<file path="src/flag_pkg.sv">
// Constants, read commands, flag bit positions and carrier types for the fault flag store.
// Assumes a 50 MHz reference clock and condition inputs already synchronous to it.
//
// Contract
// RULE1: First LIN flag byte: wake 6, term short 5, hot 4, rx low 3, rx high 2, tx 1, clamp 0.
// RULE2: Second LIN flag byte uses the same layout, bit 7 zero, own read command.
// RULE3: First LIN live read returns transceiver state bit 7, wake receiver enable bit 6.
// RULE4: Second LIN live read returns transceiver state bit 7, wake enable bit 6.
// RULE5: Aux regulator overload flag sets after over 100 us; clears when gone and read.
// RULE6: Aux regulator under flag sets after over 100 us low; clears when recovered and read.
// RULE7: Bus supply hot flag sets while hot; clears when cool and read.
// RULE8: Bus supply under flag sets after over 100 us low; clears when recovered and read.
// RULE9: Bus supply overload flag sets after over 100 us; clears when gone and read.
// RULE10: Sense input low flag sets after over 100 us low; clears when recovered and read.
// RULE11: Battery under flag sets after over 100 us low; clears when recovered and read.
// RULE12: Main overload flag sets in normal mode after over 100 us; clears when gone, read.
// RULE13: Low-power overload flag sets in low-power regulator-on mode after 100 us.
// RULE14: Main hot-off flag sets on thermal shutdown; clears after recovery and read.
// RULE15: Short reset flag sets on reset pin low pulse under 100 ms; clears after end, read.
// RULE16: Battery fail flag sets below fail level; clears when above and read.
// RULE17: A read during a still-present fault leaves the flag set.
// RULE18: Live status bits follow hardware directly and reads never alter them.

package flag_pkg;

  // Read commands as seen on the serial command word.
  localparam logic [15:0] CMD_REG_FLAGS_LO = 16'hDF00;
  localparam logic [15:0] CMD_REG_FLAGS_HI = 16'hDF80;
  localparam logic [15:0] CMD_LIN1_FLAGS   = 16'hE700;
  localparam logic [15:0] CMD_LIN1_LIVE    = 16'h2780;
  localparam logic [15:0] CMD_LIN2_FLAGS   = 16'hE900;
  localparam logic [15:0] CMD_LIN2_LIVE    = 16'h2980;
  localparam logic [7:0]  RESP_UNMAPPED    = 8'h00;

  // Timing.
  localparam int CLK_PERIOD_NS     = 20;
  localparam int FILTER_TIME_NS    = 100000;
  localparam int FILTER_CYCLES     = (FILTER_TIME_NS + CLK_PERIOD_NS - 1) / CLK_PERIOD_NS;
  localparam int SHORT_RST_TIME_NS = 100000000;
  localparam int SHORT_RST_CYCLES  = SHORT_RST_TIME_NS / CLK_PERIOD_NS;

  // Live status byte positions.
  localparam int LIVE_STATE_BIT   = 7;
  localparam int LIVE_WAKE_EN_BIT = 6;

  // Low regulator flag byte positions.
  localparam int LO_AUX_UNDER_BIT     = 7;
  localparam int LO_AUX_OVERLOAD_BIT  = 6;
  localparam int LO_BUS_HOT_BIT       = 5;
  localparam int LO_BUS_UNDER_BIT     = 4;
  localparam int LO_BUS_OVERLOAD_BIT  = 3;
  localparam int LO_SENSE_LOW_BIT     = 2;
  localparam int LO_BATTERY_UNDER_BIT = 1;
  localparam int LO_MAIN_OVERLOAD_BIT = 0;

  // High regulator flag byte positions.
  localparam int HI_MAIN_HOT_OFF_BIT  = 4;
  localparam int HI_RESET_SHORT_BIT   = 2;
  localparam int HI_BATTERY_FAIL_BIT  = 1;
  localparam int HI_LP_OVERLOAD_BIT   = 0;

  // Filtered flag slots.
  localparam int NUM_FILTERED   = 8;
  localparam int F_AUX_UNDER    = 7;
  localparam int F_AUX_OVERLOAD = 6;
  localparam int F_BUS_UNDER    = 5;
  localparam int F_BUS_OVERLOAD = 4;
  localparam int F_SENSE_LOW    = 3;
  localparam int F_BATT_UNDER   = 2;
  localparam int F_MAIN_OVLD    = 1;
  localparam int F_LP_OVLD      = 0;

  // Unfiltered flag slots.
  localparam int NUM_DIRECT     = 4;
  localparam int D_BUS_HOT      = 3;
  localparam int D_MAIN_HOT_OFF = 2;
  localparam int D_BATT_FAIL    = 1;
  localparam int D_RESET_SHORT  = 0;

  localparam int LIN_FLAG_BITS = 7;

  // Field order matches the flag byte, so the struct maps straight onto bits 6..0.
  typedef struct packed {
    logic wake;
    logic term_short;
    logic over_temp;
    logic rx_low;
    logic rx_high;
    logic tx_dominant;
    logic bus_clamp;
  } lin_cond_t;

  typedef struct packed {
    logic aux_low;
    logic aux_overcurrent;
    logic bus_overtemp;
    logic bus_low;
    logic bus_overcurrent;
    logic sense_low;
    logic battery_low;
    logic main_overcurrent;
    logic main_thermal_off;
    logic battery_below_fail;
    logic lowpower_overcurrent;
  } supply_cond_t;

  typedef enum {
    SEL_NONE,
    SEL_REG_LO,
    SEL_REG_HI,
    SEL_LIN1_FLAGS,
    SEL_LIN1_LIVE,
    SEL_LIN2_FLAGS,
    SEL_LIN2_LIVE
  } read_sel_t;

endpackage

</file>
<file path="src/fault_filter.sv">
// Qualifies a fault condition that must persist longer than a set number of cycles.
// Assumes the condition input is synchronous to ref_clk_in.
`timescale 1ns/1ns

module fault_filter
  import flag_pkg::*;
#(
  parameter int CYCLES = FILTER_CYCLES
)
(
  // Clock and reset
  input  wire logic ref_clk_in,
  input  wire logic rst_in,
  // Condition
  input  wire logic cond_in,
  output logic      qualified_out
);

  localparam int CW = $clog2(CYCLES + 1);
  localparam logic [CW-1:0] LIMIT = CW'(CYCLES);

  logic [CW-1:0] count;
  logic [CW-1:0] next_count;

  // Any gap in the condition restarts the count, so glitches never accumulate.
  assign next_count    = !cond_in ? '0 : (count == LIMIT) ? count : count + 1'b1;
  assign qualified_out = cond_in && (count == LIMIT);

  always_ff @(posedge ref_clk_in)
  begin
    if (rst_in)
      count <= '0;
    else
      count <= next_count;
  end

  chk_filter_restart: assert property (@(posedge ref_clk_in) disable iff (rst_in)
    !cond_in |=> !qualified_out) else $error("filter qualified without a held condition");

endmodule

</file>
<file path="src/sticky_flag.sv">
// One sticky fault flag: set by an event, cleared by a read only once the fault has gone.
// Assumes set, active and clear are synchronous to ref_clk_in.
`timescale 1ns/1ns

module sticky_flag
(
  // Clock and reset
  input  wire logic ref_clk_in,
  input  wire logic rst_in,
  // Flag control
  input  wire logic set_in,
  input  wire logic active_in,
  input  wire logic clear_in,
  output logic      flag_out
);

  logic next_flag;

  // A set in the clear cycle wins, and a fault still present blocks the clear.
  assign next_flag = set_in || (flag_out && !(clear_in && !active_in)); // RULE17

  always_ff @(posedge ref_clk_in)
  begin
    if (rst_in)
      flag_out <= 1'b0;
    else
      flag_out <= next_flag;
  end

  chk_flag_keep: assert property (@(posedge ref_clk_in) disable iff (rst_in)
    flag_out && active_in |=> flag_out) else $error("flag lost while fault present"); // RULE17

endmodule

</file>
<file path="src/supply_and_lin_fault_flags.sv">
// Fault flag store for regulator, supply, reset pin and two LIN channels, read by command.
// Assumes all condition inputs and the command strobe are synchronous to ref_clk_in.
`timescale 1ns/1ns

module supply_and_lin_fault_flags
  import flag_pkg::*;
#(
  parameter int FILTER_CYCLES_P    = FILTER_CYCLES,
  parameter int SHORT_RST_CYCLES_P = SHORT_RST_CYCLES
)
(
  // Clock and reset
  input  wire logic         ref_clk_in,
  input  wire logic         rst_in,
  // Supply and regulator fault conditions
  input  wire supply_cond_t supply_cond_in,
  input  wire logic         normal_mode_in,
  input  wire logic         lowpower_vdd_on_in,
  input  wire logic         reset_pin_n_in,
  // LIN channel conditions and live state
  input  wire lin_cond_t    lin_one_cond_in,
  input  wire lin_cond_t    lin_two_cond_in,
  input  wire logic         lin_one_state_in,
  input  wire logic         lin_one_wake_receiver_enable_in,
  input  wire logic         lin_two_state_in,
  input  wire logic         lin_two_wake_receiver_enable_in,
  // Command and response
  input  wire logic         cmd_valid_in,
  input  wire logic [15:0]  cmd_in,
  output logic              resp_valid_out,
  output logic [7:0]        resp_data_out
);

  ////////////////////////////////////////////////////////////////////////////////////////////
  // Command decode

  function automatic read_sel_t decode_cmd(input logic [15:0] cmd);
    read_sel_t sel;
    sel = SEL_NONE;
    if (cmd == CMD_REG_FLAGS_LO)
      sel = SEL_REG_LO;
    else if (cmd == CMD_REG_FLAGS_HI)
      sel = SEL_REG_HI;
    else if (cmd == CMD_LIN1_FLAGS)
      sel = SEL_LIN1_FLAGS;
    else if (cmd == CMD_LIN1_LIVE)
      sel = SEL_LIN1_LIVE;
    else if (cmd == CMD_LIN2_FLAGS)
      sel = SEL_LIN2_FLAGS;
    else if (cmd == CMD_LIN2_LIVE)
      sel = SEL_LIN2_LIVE;
    return sel;
  endfunction

  read_sel_t sel;
  logic      clr_reg_lo;
  logic      clr_reg_hi;
  logic      clr_lin_one;
  logic      clr_lin_two;

  assign sel         = cmd_valid_in ? decode_cmd(cmd_in) : SEL_NONE;
  assign clr_reg_lo  = (sel == SEL_REG_LO);
  assign clr_reg_hi  = (sel == SEL_REG_HI);
  assign clr_lin_one = (sel == SEL_LIN1_FLAGS);
  assign clr_lin_two = (sel == SEL_LIN2_FLAGS);

  ////////////////////////////////////////////////////////////////////////////////////////////
  // Filtered supply flags

  logic [NUM_FILTERED-1:0] filt_raw;
  logic [NUM_FILTERED-1:0] filt_active;
  logic [NUM_FILTERED-1:0] filt_clear;
  logic [NUM_FILTERED-1:0] filt_set;
  logic [NUM_FILTERED-1:0] filt_flag;

  // The main and low-power overcurrent faults only count in their own mode, but either overcurrent blocks its clear in any mode.
  assign filt_raw[F_AUX_UNDER]    = supply_cond_in.aux_low;                        // RULE6
  assign filt_raw[F_AUX_OVERLOAD] = supply_cond_in.aux_overcurrent;                // RULE5
  assign filt_raw[F_BUS_UNDER]    = supply_cond_in.bus_low;                        // RULE8
  assign filt_raw[F_BUS_OVERLOAD] = supply_cond_in.bus_overcurrent;                // RULE9
  assign filt_raw[F_SENSE_LOW]    = supply_cond_in.sense_low;                      // RULE10
  assign filt_raw[F_BATT_UNDER]   = supply_cond_in.battery_low;                    // RULE11
  assign filt_raw[F_MAIN_OVLD]    = supply_cond_in.main_overcurrent && normal_mode_in; // RULE12
  assign filt_raw[F_LP_OVLD]      = supply_cond_in.lowpower_overcurrent
                                    && lowpower_vdd_on_in;                         // RULE13

  localparam logic [NUM_FILTERED-1:0] HI_SLOT = NUM_FILTERED'(1) << F_LP_OVLD;

  assign filt_active = filt_raw
                       | (NUM_FILTERED'(supply_cond_in.main_overcurrent) << F_MAIN_OVLD) // RULE12
                       | (NUM_FILTERED'(supply_cond_in.lowpower_overcurrent) << F_LP_OVLD); // RULE13
  assign filt_clear  = ({NUM_FILTERED{clr_reg_lo}} & ~HI_SLOT)
                       | ({NUM_FILTERED{clr_reg_hi}} & HI_SLOT);

  generate
    for (genvar i = 0; i < NUM_FILTERED; i++)
    begin : g_filt
      fault_filter #(.CYCLES(FILTER_CYCLES_P)) u_filter (
        .ref_clk_in    (ref_clk_in),
        .rst_in        (rst_in),
        .cond_in       (filt_raw[i]),
        .qualified_out (filt_set[i])
      );
      sticky_flag u_flag (
        .ref_clk_in (ref_clk_in),
        .rst_in     (rst_in),
        .set_in     (filt_set[i]),
        .active_in  (filt_active[i]),
        .clear_in   (filt_clear[i]),
        .flag_out   (filt_flag[i])
      );
    end
  endgenerate

  ////////////////////////////////////////////////////////////////////////////////////////////
  // Reset pin short pulse detector

  localparam int RW = $clog2(SHORT_RST_CYCLES_P + 1);
  localparam logic [RW-1:0] RST_LIMIT = RW'(SHORT_RST_CYCLES_P);

  logic [RW-1:0] low_count;
  logic [RW-1:0] next_low_count;
  logic          pin_prev;
  logic          short_event;

  // The count saturates, so a long hold never wraps around into a false short pulse.
  assign next_low_count = reset_pin_n_in ? '0 :
                          (low_count == RST_LIMIT) ? low_count : low_count + 1'b1;
  assign short_event    = reset_pin_n_in && !pin_prev && (low_count < RST_LIMIT); // RULE15

  always_ff @(posedge ref_clk_in)
  begin
    if (rst_in)
    begin
      low_count <= '0;
      pin_prev  <= 1'b1;
    end
    else
    begin
      low_count <= next_low_count;
      pin_prev  <= reset_pin_n_in;
    end
  end

  ////////////////////////////////////////////////////////////////////////////////////////////
  // Unfiltered supply flags

  logic [NUM_DIRECT-1:0] dir_set;
  logic [NUM_DIRECT-1:0] dir_active;
  logic [NUM_DIRECT-1:0] dir_clear;
  logic [NUM_DIRECT-1:0] dir_flag;

  assign dir_set[D_BUS_HOT]         = supply_cond_in.bus_overtemp;       // RULE7
  assign dir_set[D_MAIN_HOT_OFF]    = supply_cond_in.main_thermal_off;   // RULE14
  assign dir_set[D_BATT_FAIL]       = supply_cond_in.battery_below_fail; // RULE16
  assign dir_set[D_RESET_SHORT]     = short_event;                       // RULE15
  assign dir_active[D_BUS_HOT]      = supply_cond_in.bus_overtemp;
  assign dir_active[D_MAIN_HOT_OFF] = supply_cond_in.main_thermal_off;
  assign dir_active[D_BATT_FAIL]    = supply_cond_in.battery_below_fail;
  assign dir_active[D_RESET_SHORT]  = !reset_pin_n_in;
  assign dir_clear[D_BUS_HOT]       = clr_reg_lo;
  assign dir_clear[D_MAIN_HOT_OFF]  = clr_reg_hi;
  assign dir_clear[D_BATT_FAIL]     = clr_reg_hi;
  assign dir_clear[D_RESET_SHORT]   = clr_reg_hi;

  generate
    for (genvar i = 0; i < NUM_DIRECT; i++)
    begin : g_dir
      sticky_flag u_flag (
        .ref_clk_in (ref_clk_in),
        .rst_in     (rst_in),
        .set_in     (dir_set[i]),
        .active_in  (dir_active[i]),
        .clear_in   (dir_clear[i]),
        .flag_out   (dir_flag[i])
      );
    end
  endgenerate

  ////////////////////////////////////////////////////////////////////////////////////////////
  // LIN channel flags

  logic [LIN_FLAG_BITS-1:0] lin_one_flags;
  logic [LIN_FLAG_BITS-1:0] lin_two_flags;

  generate
    for (genvar i = 0; i < LIN_FLAG_BITS; i++)
    begin : g_lin
      sticky_flag u_one (
        .ref_clk_in (ref_clk_in),
        .rst_in     (rst_in),
        .set_in     (lin_one_cond_in[i]),
        .active_in  (lin_one_cond_in[i]),
        .clear_in   (clr_lin_one),
        .flag_out   (lin_one_flags[i])
      );
      sticky_flag u_two (
        .ref_clk_in (ref_clk_in),
        .rst_in     (rst_in),
        .set_in     (lin_two_cond_in[i]),
        .active_in  (lin_two_cond_in[i]),
        .clear_in   (clr_lin_two),
        .flag_out   (lin_two_flags[i])
      );
    end
  endgenerate

  ////////////////////////////////////////////////////////////////////////////////////////////
  // Response assembly

  logic [7:0] reg_lo_byte;
  logic [7:0] reg_hi_byte;
  logic [7:0] lin_one_live;
  logic [7:0] lin_two_live;
  logic [7:0] next_resp;

  always_comb
  begin
    reg_lo_byte                       = '0;
    reg_lo_byte[LO_AUX_UNDER_BIT]     = filt_flag[F_AUX_UNDER];
    reg_lo_byte[LO_AUX_OVERLOAD_BIT]  = filt_flag[F_AUX_OVERLOAD];
    reg_lo_byte[LO_BUS_HOT_BIT]       = dir_flag[D_BUS_HOT];
    reg_lo_byte[LO_BUS_UNDER_BIT]     = filt_flag[F_BUS_UNDER];
    reg_lo_byte[LO_BUS_OVERLOAD_BIT]  = filt_flag[F_BUS_OVERLOAD];
    reg_lo_byte[LO_SENSE_LOW_BIT]     = filt_flag[F_SENSE_LOW];
    reg_lo_byte[LO_BATTERY_UNDER_BIT] = filt_flag[F_BATT_UNDER];
    reg_lo_byte[LO_MAIN_OVERLOAD_BIT] = filt_flag[F_MAIN_OVLD];
    reg_hi_byte                       = '0;
    reg_hi_byte[HI_MAIN_HOT_OFF_BIT]  = dir_flag[D_MAIN_HOT_OFF];
    reg_hi_byte[HI_RESET_SHORT_BIT]   = dir_flag[D_RESET_SHORT];
    reg_hi_byte[HI_BATTERY_FAIL_BIT]  = dir_flag[D_BATT_FAIL];
    reg_hi_byte[HI_LP_OVERLOAD_BIT]   = filt_flag[F_LP_OVLD];
    lin_one_live                      = '0;
    lin_one_live[LIVE_STATE_BIT]      = lin_one_state_in;                  // RULE3
    lin_one_live[LIVE_WAKE_EN_BIT]    = lin_one_wake_receiver_enable_in;   // RULE3
    lin_two_live                      = '0;
    lin_two_live[LIVE_STATE_BIT]      = lin_two_state_in;                  // RULE4
    lin_two_live[LIVE_WAKE_EN_BIT]    = lin_two_wake_receiver_enable_in;   // RULE4
  end

  // Live bytes come straight from the inputs and no clear ever reaches them.
  assign next_resp = (sel == SEL_REG_LO)     ? reg_lo_byte :
                     (sel == SEL_REG_HI)     ? reg_hi_byte :
                     (sel == SEL_LIN1_FLAGS) ? {1'b0, lin_one_flags} :      // RULE1
                     (sel == SEL_LIN2_FLAGS) ? {1'b0, lin_two_flags} :      // RULE2
                     (sel == SEL_LIN1_LIVE)  ? lin_one_live :               // RULE18
                     (sel == SEL_LIN2_LIVE)  ? lin_two_live : RESP_UNMAPPED;

  // The flag value is captured in the same edge that clears it, so the host sees the fault.
  always_ff @(posedge ref_clk_in)
  begin
    if (rst_in)
    begin
      resp_valid_out <= 1'b0;
      resp_data_out  <= RESP_UNMAPPED;
    end
    else
    begin
      resp_valid_out <= cmd_valid_in;
      resp_data_out  <= next_resp;
    end
  end

  ////////////////////////////////////////////////////////////////////////////////////////////
  // Checks

  chk_lin_one_layout: assert property (@(posedge ref_clk_in) disable iff (rst_in) // RULE1
    cmd_valid_in && cmd_in == CMD_LIN1_FLAGS
    |=> resp_valid_out && resp_data_out == {1'b0, $past(lin_one_flags)})
    else $error("first LIN flag byte wrong");

  chk_lin_two_layout: assert property (@(posedge ref_clk_in) disable iff (rst_in) // RULE2
    cmd_valid_in && cmd_in == CMD_LIN2_FLAGS
    |=> resp_data_out[7] == 1'b0 && resp_data_out[6:0] == $past(lin_two_flags))
    else $error("second LIN flag byte wrong");

  chk_lin_one_live: assert property (@(posedge ref_clk_in) disable iff (rst_in) // RULE3
    cmd_valid_in && cmd_in == CMD_LIN1_LIVE
    |=> resp_data_out == {$past(lin_one_state_in), $past(lin_one_wake_receiver_enable_in),
                          6'h00})
    else $error("first LIN live byte wrong");

  chk_lin_two_live: assert property (@(posedge ref_clk_in) disable iff (rst_in) // RULE4
    cmd_valid_in && cmd_in == CMD_LIN2_LIVE
    |=> resp_data_out == {$past(lin_two_state_in), $past(lin_two_wake_receiver_enable_in),
                          6'h00})
    else $error("second LIN live byte wrong");

  chk_aux_overload_filter: assert property (@(posedge ref_clk_in) disable iff (rst_in) // RULE5
    $rose(filt_flag[F_AUX_OVERLOAD])
    |-> $past(supply_cond_in.aux_overcurrent, 1) && $past(supply_cond_in.aux_overcurrent, 2))
    else $error("aux overload flag set without held fault");

  chk_aux_under_hold: assert property (@(posedge ref_clk_in) disable iff (rst_in) // RULE6
    filt_flag[F_AUX_UNDER] && supply_cond_in.aux_low && clr_reg_lo |=> filt_flag[F_AUX_UNDER])
    else $error("aux under flag cleared while fault present");

  chk_bus_hot_set: assert property (@(posedge ref_clk_in) disable iff (rst_in) // RULE7
    supply_cond_in.bus_overtemp |=> dir_flag[D_BUS_HOT])
    else $error("bus supply hot flag not set");

  chk_main_mode_gate: assert property (@(posedge ref_clk_in) disable iff (rst_in) // RULE12
    $rose(filt_flag[F_MAIN_OVLD]) |-> $past(normal_mode_in))
    else $error("main overload flag set outside normal mode");

  chk_reset_short: assert property (@(posedge ref_clk_in) disable iff (rst_in) // RULE15
    $rose(dir_flag[D_RESET_SHORT]) |-> $past(reset_pin_n_in, 1) && !$past(reset_pin_n_in, 2))
    else $error("short reset flag set without a pulse end");

  chk_batt_fail_clear: assert property (@(posedge ref_clk_in) disable iff (rst_in) // RULE16
    dir_flag[D_BATT_FAIL] && clr_reg_hi && !supply_cond_in.battery_below_fail
    |=> !dir_flag[D_BATT_FAIL])
    else $error("battery fail flag not cleared by read");

endmodule

</file>
<file path="config.mk">
export PLATFORM = sky130hd
export DESIGN_NAME = supply_and_lin_fault_flags
export DESIGN_NICKNAME = d
export VERILOG_FILES = /design/src/flag_pkg.sv /design/src/fault_filter.sv /design/src/sticky_flag.sv /design/src/supply_and_lin_fault_flags.sv
export SDC_FILE = /design/constraint.sdc
export NUM_CORES = 1
export LEC_CHECK = 0
export ABC_AREA = 0
export BUFFER_PORTS_ARGS = -buffer_cell sky130_fd_sc_hd__buf_2
export CAP_MARGIN = 20
export CORE_UTILIZATION = 40
export CTS_BUF_LIST = sky130_fd_sc_hd__clkbuf_4 sky130_fd_sc_hd__clkbuf_8
export DETAILED_ROUTE_END_ITERATION = 10
export GPL_TIMING_DRIVEN = 0
export PLACE_DENSITY_LB_ADDON = 0.12
export SYNTH_ARGS = -nofsm -noshare
export SYNTH_HDL_FRONTEND = slang
export SYNTH_SLANG_ARGS = --single-unit
</file>
<file path="constraint.sdc">
create_clock -name ref_clk_in -period 3.4 [get_ports ref_clk_in]
set_clock_uncertainty 0.1 [all_clocks]
set_input_delay 0.34 -clock ref_clk_in [delete_from_list [all_inputs] [get_ports ref_clk_in]]
set_output_delay 0.34 -clock ref_clk_in [all_outputs]
set_load 0.03 [all_outputs]
</file>
After elaboration in Yosys (flattened, before gate mapping)
Cells that the tools add are included.

Flip-flop bits (word level): 163. Input bits: 51. Output and inout bits: 9. Word-level logic and storage cells: 244.

Add/sub/neg operators: 9. Magnitude comparators: 1. Equal/unequal tests: 21. Multiplexer cells: 13. Bitwise operators: 11. Reduce and logical (&&, ||, !) cells: 151.

Operator list (number): $add 13x1->13 const B (8); $eq 13x13->1 const B (8); $eq 32x4->1 const B (3); $mux 32 (3); $eq 16x16->1 const B (4); $eq 32x3->1 const B (2); $logic_and 1x1->1 (64); $logic_not 1->1 (52); $mux 8 (6); $eq 16x14->1 const B (2); $eq 32x2->1 const B (1); $logic_or 1x1->1 (26); $add 23x1->23 const B (1); $eq 23x23->1 const B (1); $lt 23x23->1 const B (1); $reduce_or 2->1 (9); $or 8x1->8 (2); $mux 3 (4); $not 1->1 (8); $or 8x2->8 (1).

Longest topological paths before layout
Gate-level depths: netlist of the first run.

Depth after elaboration: 15. Mapped depth: 8. Mapped depth without buffers: 7.

Hierarchy
A second synthesis of the first run with hierarchy kept.

Cell total of the unflattened synthesis: 949. Area total of the unflattened synthesis: 8418.1 µm².

Modules (own cells, without submodules): fault_filter (times used 8, cells each 78, area an instance 671.9 µm², sequential area each 260.2 µm²); supply_and_lin_fault_flags (times used 1, cells each 221, area an instance 1839.3 µm², sequential area each 660.6 µm²); sticky_flag (times used 26, cells each 4, area an instance 46.3 µm², sequential area each 20.0 µm²).

Least setup slack after synthesis of the first run
No wires, ideal clock.

Kind: input -> register. Start point: input port cmd_in[2]. End point: register g_lin[0].u_two.flag_out. Setup time: 128 ps. Data arrival time: 2383 ps. Required time: 3172 ps. Setup slack: 790 ps. Stages on the path: 8. Path buffers: 2. Path through: or4_1 -> or4_1 -> buf_2 -> or2_4 -> or3_1 -> buf_6 -> a21oi_2 -> nor2_1.

Cells in the longest elaborated chain, start to end: 13. Elaborated cells on any way between the ends: 18. Those cells by class: eq/ne (7); mux (7); reduce/logical (4).

Ends and longest elaborated chain: start: declaration (line supply_and_lin_fault_flags.sv:29) `input wire logic [15:0] cmd_in,`; $eq 16x14->1 (line supply_and_lin_fault_flags.sv:50) `else if (cmd == CMD_LIN2_LIVE)`; $mux 3 (line supply_and_lin_fault_flags.sv:50); $mux 3 (line supply_and_lin_fault_flags.sv:48) `else if (cmd == CMD_LIN2_FLAGS)`; $mux 3 (line supply_and_lin_fault_flags.sv:46) `else if (cmd == CMD_LIN1_LIVE)`; $mux 3 (line supply_and_lin_fault_flags.sv:44) `else if (cmd == CMD_LIN1_FLAGS)`; $mux 32 (line supply_and_lin_fault_flags.sv:42) `else if (cmd == CMD_REG_FLAGS_HI)`; $mux 32 * (line supply_and_lin_fault_flags.sv:40) `if (cmd == CMD_REG_FLAGS_LO)`; $mux 32 * (line supply_and_lin_fault_flags.sv:61) `assign sel = cmd_valid_in ? decode_cmd(cmd_in) : SEL_NONE;`; $eq 32x4->1 * (line supply_and_lin_fault_flags.sv:65) `assign clr_lin_two = (sel == SEL_LIN2_FLAGS);`; $logic_and 1x1->1 * (line sticky_flag.sv:20) `assign next_flag = set_in || (flag_out && !(clear_in && !active_in));`; $logic_not 1->1 * (line sticky_flag.sv:20); $logic_and 1x1->1 * (line sticky_flag.sv:20); $logic_or 1x1->1 * (line sticky_flag.sv:20); end signal: assignment (line sticky_flag.sv:27) `flag_out <= next_flag;`; end: declaration (line sticky_flag.sv:14) `output logic flag_out`.

Mark *: on every way between the ends. The rest lies on a longest branch, timed or not. A chain may end at the register's enable or synchronous reset.

Final worst setup path of the first run
Start point: input port cmd_in[2]. End point: register resp_data_out[6].

Cells in the longest elaborated chain, start to end: 15. Elaborated cells on any way between the ends: 25. Those cells by class: eq/ne (12); mux (13).

Ends and longest elaborated chain: $eq 16x14->1 (line supply_and_lin_fault_flags.sv:50); $mux 3 (line supply_and_lin_fault_flags.sv:50); $mux 3 (line supply_and_lin_fault_flags.sv:48); $mux 3 (line supply_and_lin_fault_flags.sv:46); $mux 3 (line supply_and_lin_fault_flags.sv:44); $mux 32 (line supply_and_lin_fault_flags.sv:42); $mux 32 * (line supply_and_lin_fault_flags.sv:40); $mux 32 * (line supply_and_lin_fault_flags.sv:61); $eq 32x4->1 (line supply_and_lin_fault_flags.sv:247) `(sel == SEL_LIN2_LIVE) ? lin_two_live : RESP_UNMAPPED;`; $mux 8 (line supply_and_lin_fault_flags.sv:247); $mux 8 (line supply_and_lin_fault_flags.sv:246) `(sel == SEL_LIN1_LIVE) ? lin_one_live :`; $mux 8 (line supply_and_lin_fault_flags.sv:245) `(sel == SEL_LIN2_FLAGS) ? {1'b0, lin_two_flags} :`; $mux 8 (line supply_and_lin_fault_flags.sv:244) `(sel == SEL_LIN1_FLAGS) ? {1'b0, lin_one_flags} :`; $mux 8 (line supply_and_lin_fault_flags.sv:243) `(sel == SEL_REG_HI) ? reg_hi_byte :`; $mux 8 * (line supply_and_lin_fault_flags.sv:242) `assign next_resp = (sel == SEL_REG_LO) ? reg_lo_byte :`; end signal: assignment (line supply_and_lin_fault_flags.sv:260) `resp_data_out <= next_resp;`; end: declaration (line supply_and_lin_fault_flags.sv:31) `output logic [7:0] resp_data_out`.

Marks and branches as above.

==> run summary, run 1 <==
Clock tree
• **cell at the root of the clock tree** clkbuf_8
• **clk sinks** 163
• **CTS clk-pin slew, worst paths** 0.08 ns
• **CTS tree** yes
• **TritonCTS buffer count** 17
• **CTS Buffer Depth** 2
• **total setup buffers inserted after CTS** 0
• **H-tree levels** 4
• **clock latency of the later-clocked register in the worst-skew pair** 0.45 ns
• **CTS-repair resized insts** 0

Layout
• **number of nets at the end of the flow** 992
• **Final Non-Filler Cells** 1159
• **area occupied by registers** 0.00326 mm2
• **Finished Core Util** 0.473
• **layout cells sized above 1** 0.120
• **fill cell count** 1772
• **area taken by multi-input logic gates** 0.00373 mm2
• **area grow syn2layout** 14.5%
• **post-route cell area** 0.00827 mm2
• **number of antenna diodes** 0

STA
• **sum of negative setup slack** 0 ns
• **number of pins exceeding their max-slew limit in the final report** 0
• **Final Hold Fails** 0
• **share of the cycle needed by the critical path after routing** 0.762
• **unrepaired setup endpoints after global routing** no
• **Worst Max-Slew Pin Slew** 1.01 ns
• **number of setup violations in the final report** 0
• **final critical path time including I/O delays and setup** 2.59 ns
• **Peak Freq** 386 MHz
• **relative slew slack** 0.322

Floorplan
• **Total Die Area** 0.0186 mm2
• **num ports** 60
• **number of placement rows** 48
• **y dimension of the die** 136 um
• **horizontal die dimension** 136 um
• **core region area** 0.0175 mm2
• **Starting Density** 0.413

Global route
• **first-pass GRT wire length** 25700 um
• **initial antenna violation count** 0
• **maximum number of pins on one net before global-route repair** 17
• **number of global-route vias before repair** 5234
• **overflow left after global routing** 0
• **overall track demand over capacity in global routing** 0.178

Synthesis
• **number of enable flip-flop cells after synthesis** 0
• **number of warnings printed during yosys synthesis** 0
• **portion of the post-synthesis area used by sequential elements** 0.452
• **most frequently used flop master after synthesis** dfxtp_1
• **proportion of register bits with asynchronous set or reset after synthesis** 0
• **area of the mapped netlist** 0.00722 mm2
• **mean post-synth cell area** 8.64 um2
• **Distinct cells, synth** 55
• **cells after synthesis** 836
• **post-synthesis register bit count** 163
• **syn nets** 905

Critical path
• **ordered list of cells on the worst path** buf_2 -> or4_1 -> nor4_1 -> nand4_1 -> o311ai_0 -> a32o_1
• **classification of the worst setup path** input port to register
• **count of cell instances traversed by the critical path** 6
• **nature of the critical path endpoint** register
• **data arrival time at the worst-slack endpoint** 2.87 ns
• **first element of the critical path** cmd_in[2]
• **critical path's largest stage delay** 0.78 ns
• **origin of the critical flop-to-flop path** low_count[2]
• **critical path buffer and inverter count** 1
• **worst reg2reg path endpoint** low_count[20]
• **required time at the worst-slack endpoint** 3.68 ns
• **R2R setup slack** 1.35 ns
• **number of cells traversed by the worst register-to-register path** 7
• **cell family contributing the most delay on the critical path** simple AND/OR/NAND/NOR gates
• **launching element type of the critical path** input port
• **CP Max Fanout** 8
• **slowest stage cell, crit path** nor4_1

Run
• **# Max-Cap Violations** 0

Place
• **Cell Area, Placed** 0.00780 mm2
• **port buffer count** 59
• **sum of net half-perimeters after detailed placement** 11200 um
• **routability cong.** 0.771
• **Post-Place Cells** 1120

Detailed routing
• **First DRT Iteration DRCs** 182
• **post-detailed-route count of antenna-violating nets** 0
• **1st-pass router iterations** 5
• **per-cell via count in the routed design** 4.96
• **total wirelength of the detailed-routed design** 15500 um
• **final routed wire length divided by cell count** 13.4 um
• **via count of the routed design** 5754
• **number of remaining DRC errors** 0

Pwr
• **Overall Power** 3.49 mW
• **pwr/cell area** 421 mW/mm2
• **static leakage power** 2.97 nW
• **worst ir drop on vdd** 0.232 mV

Hold path
• **Cells on Worst Hold Path** 3
• **Tightest Hold Check Type** input port to register
• **terminating pin of the worst hold path** g_dir[3].u_flag.flag_out
• **hold_sp** supply_cond_in[8]

Status
• **outcome** completed

[how the worst max path moves through the flow]
stage / to / slack [ns]
after floorplan: g_lin[0].u_two.flag_out / 0.79
after global placement: resp_data_out[6] / 0.27
after detailed placement: resp_data_out[6] / 0.33
after CTS: resp_data_out[6] / 0.81
after global routing: resp_data_out[6] / 0.62
final: resp_data_out[6] / 0.81
[per-stage QoR]
stage,setup slack [ns],hold slack [ns]
3_5_place_dp,0.328,0.371
2_1_floorplan,0.790,0.349
6_report,0.808,0.0236
3_3_place_gp,0.274,0.362
5_1_grt,0.623,0.00638
4_1_cts,0.808,0.00295
[placed cells by master, fill, tap and decap left out, types with 23 or more instances in the layout]
master / n
nor2_1: 153
nand3_1: 64
buf_2: 61
and3_1: 25
xor2_1: 57
a21oi_1: 40
inv_1: 40
nand4_1: 23
xnor2_1: 45
dfxtp_1: 163
nand2_1: 56
[worst register-to-register path, stage by stage, from the launching register on]
cell      delay [ns]
dfxtp_1         0.44
and4_1          0.27
and3_1          0.17
clkbuf_1        0.23
nand3_1         0.23
nor3_1          0.28
xnor2_1         0.15
nor3_1          0.06
[layout make-up]
type / count / share of cell area
clock buffer: 24 / 0.0362
tap: 225 / 0.0340
timing repair buffer: 68 / 0.0466
sequential: 163 / 0.395
clock inverter: 6 / 0.00968
multi-input combinational: 613 / 0.451
buffer: 20 / 0.0103
inverter: 40 / 0.0182
[registers in the layout, summed over array words and instances (netlist names)]
register and flops:
g_filt.u_filter.count 104, low_count 23, g_filt.u_flag.flag_out 8, resp_data_out 8, g_lin.u_one.flag_out 7, g_lin.u_two.flag_out 7, g_dir.u_flag.flag_out 4, pin_prev 1
resp_valid_out 1
[logic make-up after synthesis]
| group | after synthesis | share of synthesized area |
|---|---|---|
| and+or+nand+nor | 393 | 0.266 |
| muxes | 10 | 0.0151 |
| DFF | 163 | 0.452 |
| buffers and inverters | 60 | 0.0326 |
| adders and majority gates | 18 | 0.0312 |
| AOI/OAI and AO/OA | 90 | 0.0797 |
| xor gates and xnor gates | 102 | 0.124 |
[what timing repair did]
item,4_1_cts,5_1_grt
endpoints found under the hold margin,9,0
endpoints found under the setup margin,0,0
hold buffers,9,0
[cells in the mapped netlist (18+ instances only)]
cell type	count	area (um2)
nand2_1	56	210
xor2_1	57	499
and3_1	25	156
nand4_1	23	144
dfxtp_1	163	3260
a21oi_1	40	200
nand3_1	64	320
xnor2_1	45	394
ha_1	18	225
inv_1	40	150
nor2_1	153	574
[power breakdown]
group | internal, mW | switching, mW
logic | 0.0627 | 0.0880
clock network | 0.720 | 0.661
registers | 1.93 | 0.0205
total | 2.72 | 0.770
[routing by layer]
layer / vias to the layer above / track usage / part of all wire
met4: 0 / 0.0722 / 0.017
met2: 85 / 0.266 / 0.43
met5: - / 0 / 0
met3: 19 / 0.0343 / 0.037
met1: 2608 / 0.250 / 0.52
li1: 3042 / - / -
(Power assumes the default switching activity.)
==> run 2: changes to the inputs <==
==> constraint.sdc (replaced) <==
create_clock -name ref_clk_in -period 2.3 [get_ports ref_clk_in]
set_clock_uncertainty 0.1 [all_clocks]
set_input_delay 0.23 -clock ref_clk_in [delete_from_list [all_inputs] [get_ports ref_clk_in]]
set_output_delay 0.23 -clock ref_clk_in [all_outputs]
set_load 0.03 [all_outputs]
==> run 2 against run 1 <==
Compared with the run above: setup slack got worse by 0.76 ns; sequential cell count unchanged; cell area increased by 4.2%; global-route usage increased by 0.57 points; cell count increased by 1.9%; critical path depth increased by 3; die area unchanged; core utilization increased by 2.0 points; critical path type unchanged.
==> run summary, run 2 (synthesis gave the netlist of run 1 again) <==
Layout
• **max FFs per register** 104, unchanged
• **largest reg by FF count** g_filt.u_filter.count
• **area grow syn2layout** 19.3%
• **commonest non-fill, non-tap cells in the layout** 163 x dfxtp_1, 152 x nor2_1, 64 x nand3_1
• **number of antenna diodes** 0, unchanged
• **layout cells sized above 1** 0.136, +0.0161
• **post-route cell area** 0.00862 mm2, +4.2%
• **leading cell type in the layout, fill and taps excluded** dfxtp_1
• **fill cell count** 1688, -4.7%
• **Finished Core Util** 0.493, +0.0198
• **top flop regs** g_filt.u_filter.count (104), low_count (23)
• **number of nets at the end of the flow** 1012, +2.0%

STA
• **Peak Freq** 444 MHz
• **Worst Setup Slack, final** 0.0476 ns, -0.761 ns
• **share of the cycle needed by the critical path after routing** 0.979
• **Worst Max-Slew Pin Slew** 0.636 ns, -0.371 ns
• **Hold Worst Slack** 0.0500 ns, +0.0264 ns
• **Final Hold Fails** 0, unchanged
• **unrepaired setup endpoints after global routing** no
• **number of pins exceeding their max-slew limit in the final report** 0, unchanged
• **number of setup violations in the final report** 0, unchanged
• **relative slew slack** 0.573, +0.250
• **final critical path time including I/O delays and setup** 2.25 ns

Pwr
• **share of power burned in the clock network** 0.413, +0.017
• **combinational cell fraction of total power** 0.047, +0.004
• **fraction of power spent switching nets** 0.231, +0.00989
• **worst ir drop on vdd** 0.450 mV, +94%
• **Flop pwr share** 0.540, -0.021
• **Switching Power** 1.24 mW, +60%
• **Overall Power** 5.35 mW, +54%
• **internal power summed over all cells** 4.12 mW, +52%
• **static leakage power** 3.10 nW, +4.3%
• **pwr/cell area** 621 mW/mm2, +47%

Floorplan
• **Starting Density** 0.413, unchanged
• **num ports** 60, unchanged
• **number of placement rows** 48, unchanged
• **horizontal die dimension** 136 um, unchanged
• **core region area** 0.0175 mm2, unchanged
• **y dimension of the die** 136 um, unchanged
• **Total Die Area** 0.0186 mm2, unchanged

Critical path
• **classification of the worst setup path** input port to register
• **origin of the critical flop-to-flop path** low_count[2]
• **worst reg2reg path endpoint** low_count[20]
• **required time at the worst-slack endpoint** 2.52 ns, -1.16 ns
• **data arrival time at the worst-slack endpoint** 2.48 ns, -0.39 ns
• **number of cells traversed by the worst register-to-register path** 7, unchanged
• **CP Max Fanout** 7, -1
• **nature of the critical path endpoint** register
• **launching element type of the critical path** input port
• **R2R setup slack** 0.27 ns, -1.08 ns

Clock tree
• **clock latency of the later-clocked register in the worst-skew pair** 0.46 ns, about the same
• **cell at the root of the clock tree** clkbuf_8
• **H-tree levels** 4, unchanged
• **CTS clk-pin slew, worst paths** 0.08 ns, about the same
• **CTS Buffer Depth** 2, unchanged
• **clk sinks** 163, unchanged
• **TritonCTS buffer count** 17, unchanged
• **CTS tree** yes

Detailed routing
• **post-detailed-route count of antenna-violating nets** 0, unchanged
• **per-cell via count in the routed design** 4.96, -0.19%
• **First DRT Iteration DRCs** 267, +47%
• **via count of the routed design** 5852, +1.7%
• **1st-pass router iterations** 4, -1
• **number of remaining DRC errors** 0, unchanged
• **total wirelength of the detailed-routed design** 15800 um, +1.9%
• **final routed wire length divided by cell count** 13.4 um, about the same

Place
• **port buffer count** 59, unchanged
• **sum of net half-perimeters after detailed placement** 11400 um, +1.2%
• **Cell Area, Placed** 0.00785 mm2, +0.64%
• **worst setup slack after placement** -0.697 ns, -1.03 ns
• **routability cong.** 0.812, +5.4%

Hold path
• **Cells on Worst Hold Path** 4, +1
• **terminating pin of the worst hold path** resp_data_out[7]
• **Tightest Hold Check Type** input port to register
• **hold_sp** lin_two_state_in

Global route
• **overflow left after global routing** 0, unchanged
• **maximum number of pins on one net before global-route repair** 17, unchanged
• **overall track demand over capacity in global routing** 0.184, +0.00574
• **initial antenna violation count** 0, unchanged
• **number of global-route vias before repair** 5639, +7.7%
• **first-pass GRT wire length** 26600 um, +3.8%

Status
• **outcome** completed

Run
• **# Max-Cap Violations** 0, unchanged

-- run 2: changes by cell type in the layout (fill, tap and decap cells not counted), sizes merged --
cell         previous run  this run
clkinvlp                0         4
clkbuf                 41        37
clkinv                  4         5
bufinv                  2         3
dlygate4sd3             9        29
-- run 2: per-stage QoR --
stage	std cells	TNS, ns
floorplan	836	-2.70
global placement	1120	-18.14
detailed placement	1120	-17.05
CTS	1181	0
global route	1181	0
finish	1181	0
-- run 2: routing by layer --
layer  GRT usage  vias up  wire [um]
li1            -     3081          -
met1       0.240     2678       7950
met2       0.290       74       7070
met3      0.0488       19        540
met4      0.0660        0        267
met5           0        -          0
-- run 2: cell type report --
type	count	area, um2	area share
well taps	225	282	0.0327
inverters	40	150	0.0174
multi-input cells	613	3810	0.442
repair buffers	88	586	0.0680
clock buffers	20	269	0.0312
flip-flops and latches	163	3260	0.379
plain buffers	20	100	0.0116
clock inverters	12	156	0.0182
-- run 2: what timing repair did --
action	CTS	global route
resized for setup	7	6
setup endpoints to repair	21	16
hold buffers	29	0
buffers inserted	0	0
hold endpoints to repair	46	0
-- run 2: how the worst max path moves through the flow --
stage | end | slack, ns | from | depth (start not counted)
final | g_lin[6].u_two.flag_out | 0.05 | cmd_in[2] | 9
after global routing | resp_data_out[1] | 0.02 | cmd_in[2] | 8
after CTS | resp_data_out[5] | 0.03 | cmd_in[2] | 8
after detailed placement | resp_data_out[5] | -0.70 | cmd_in[2] | 8
after global placement | resp_data_out[5] | -0.70 | cmd_in[2] | 8
after floorplan | g_dir[0].u_flag.flag_out | -0.18 | cmd_in[2] | 7
-- run 2: critical path, stage by stage --
cell	delay, ns
buf_2	0.09
or4_4	0.55
or4_4	0.55
buf_6	0.15
or2_4	0.25
or3_1	0.33
buf_6	0.17
a21oi_2	0.12
nor2_1	0.04
-- run 2: power by group through the flow --
| stage | logic [mW] | clock network, mW | registers, mW |
|---|---|---|---|
| 3_5_place_dp | 0.210 | 0 | 2.96 |
| 2_1_floorplan | 0.114 | 0 | 2.95 |
| 6_report | 0.251 | 2.21 | 2.89 |
| 3_3_place_gp | 0.208 | 0 | 2.96 |
| 5_1_grt | 0.284 | 2.40 | 2.90 |
| 4_1_cts | 0.253 | 2.27 | 2.89 |
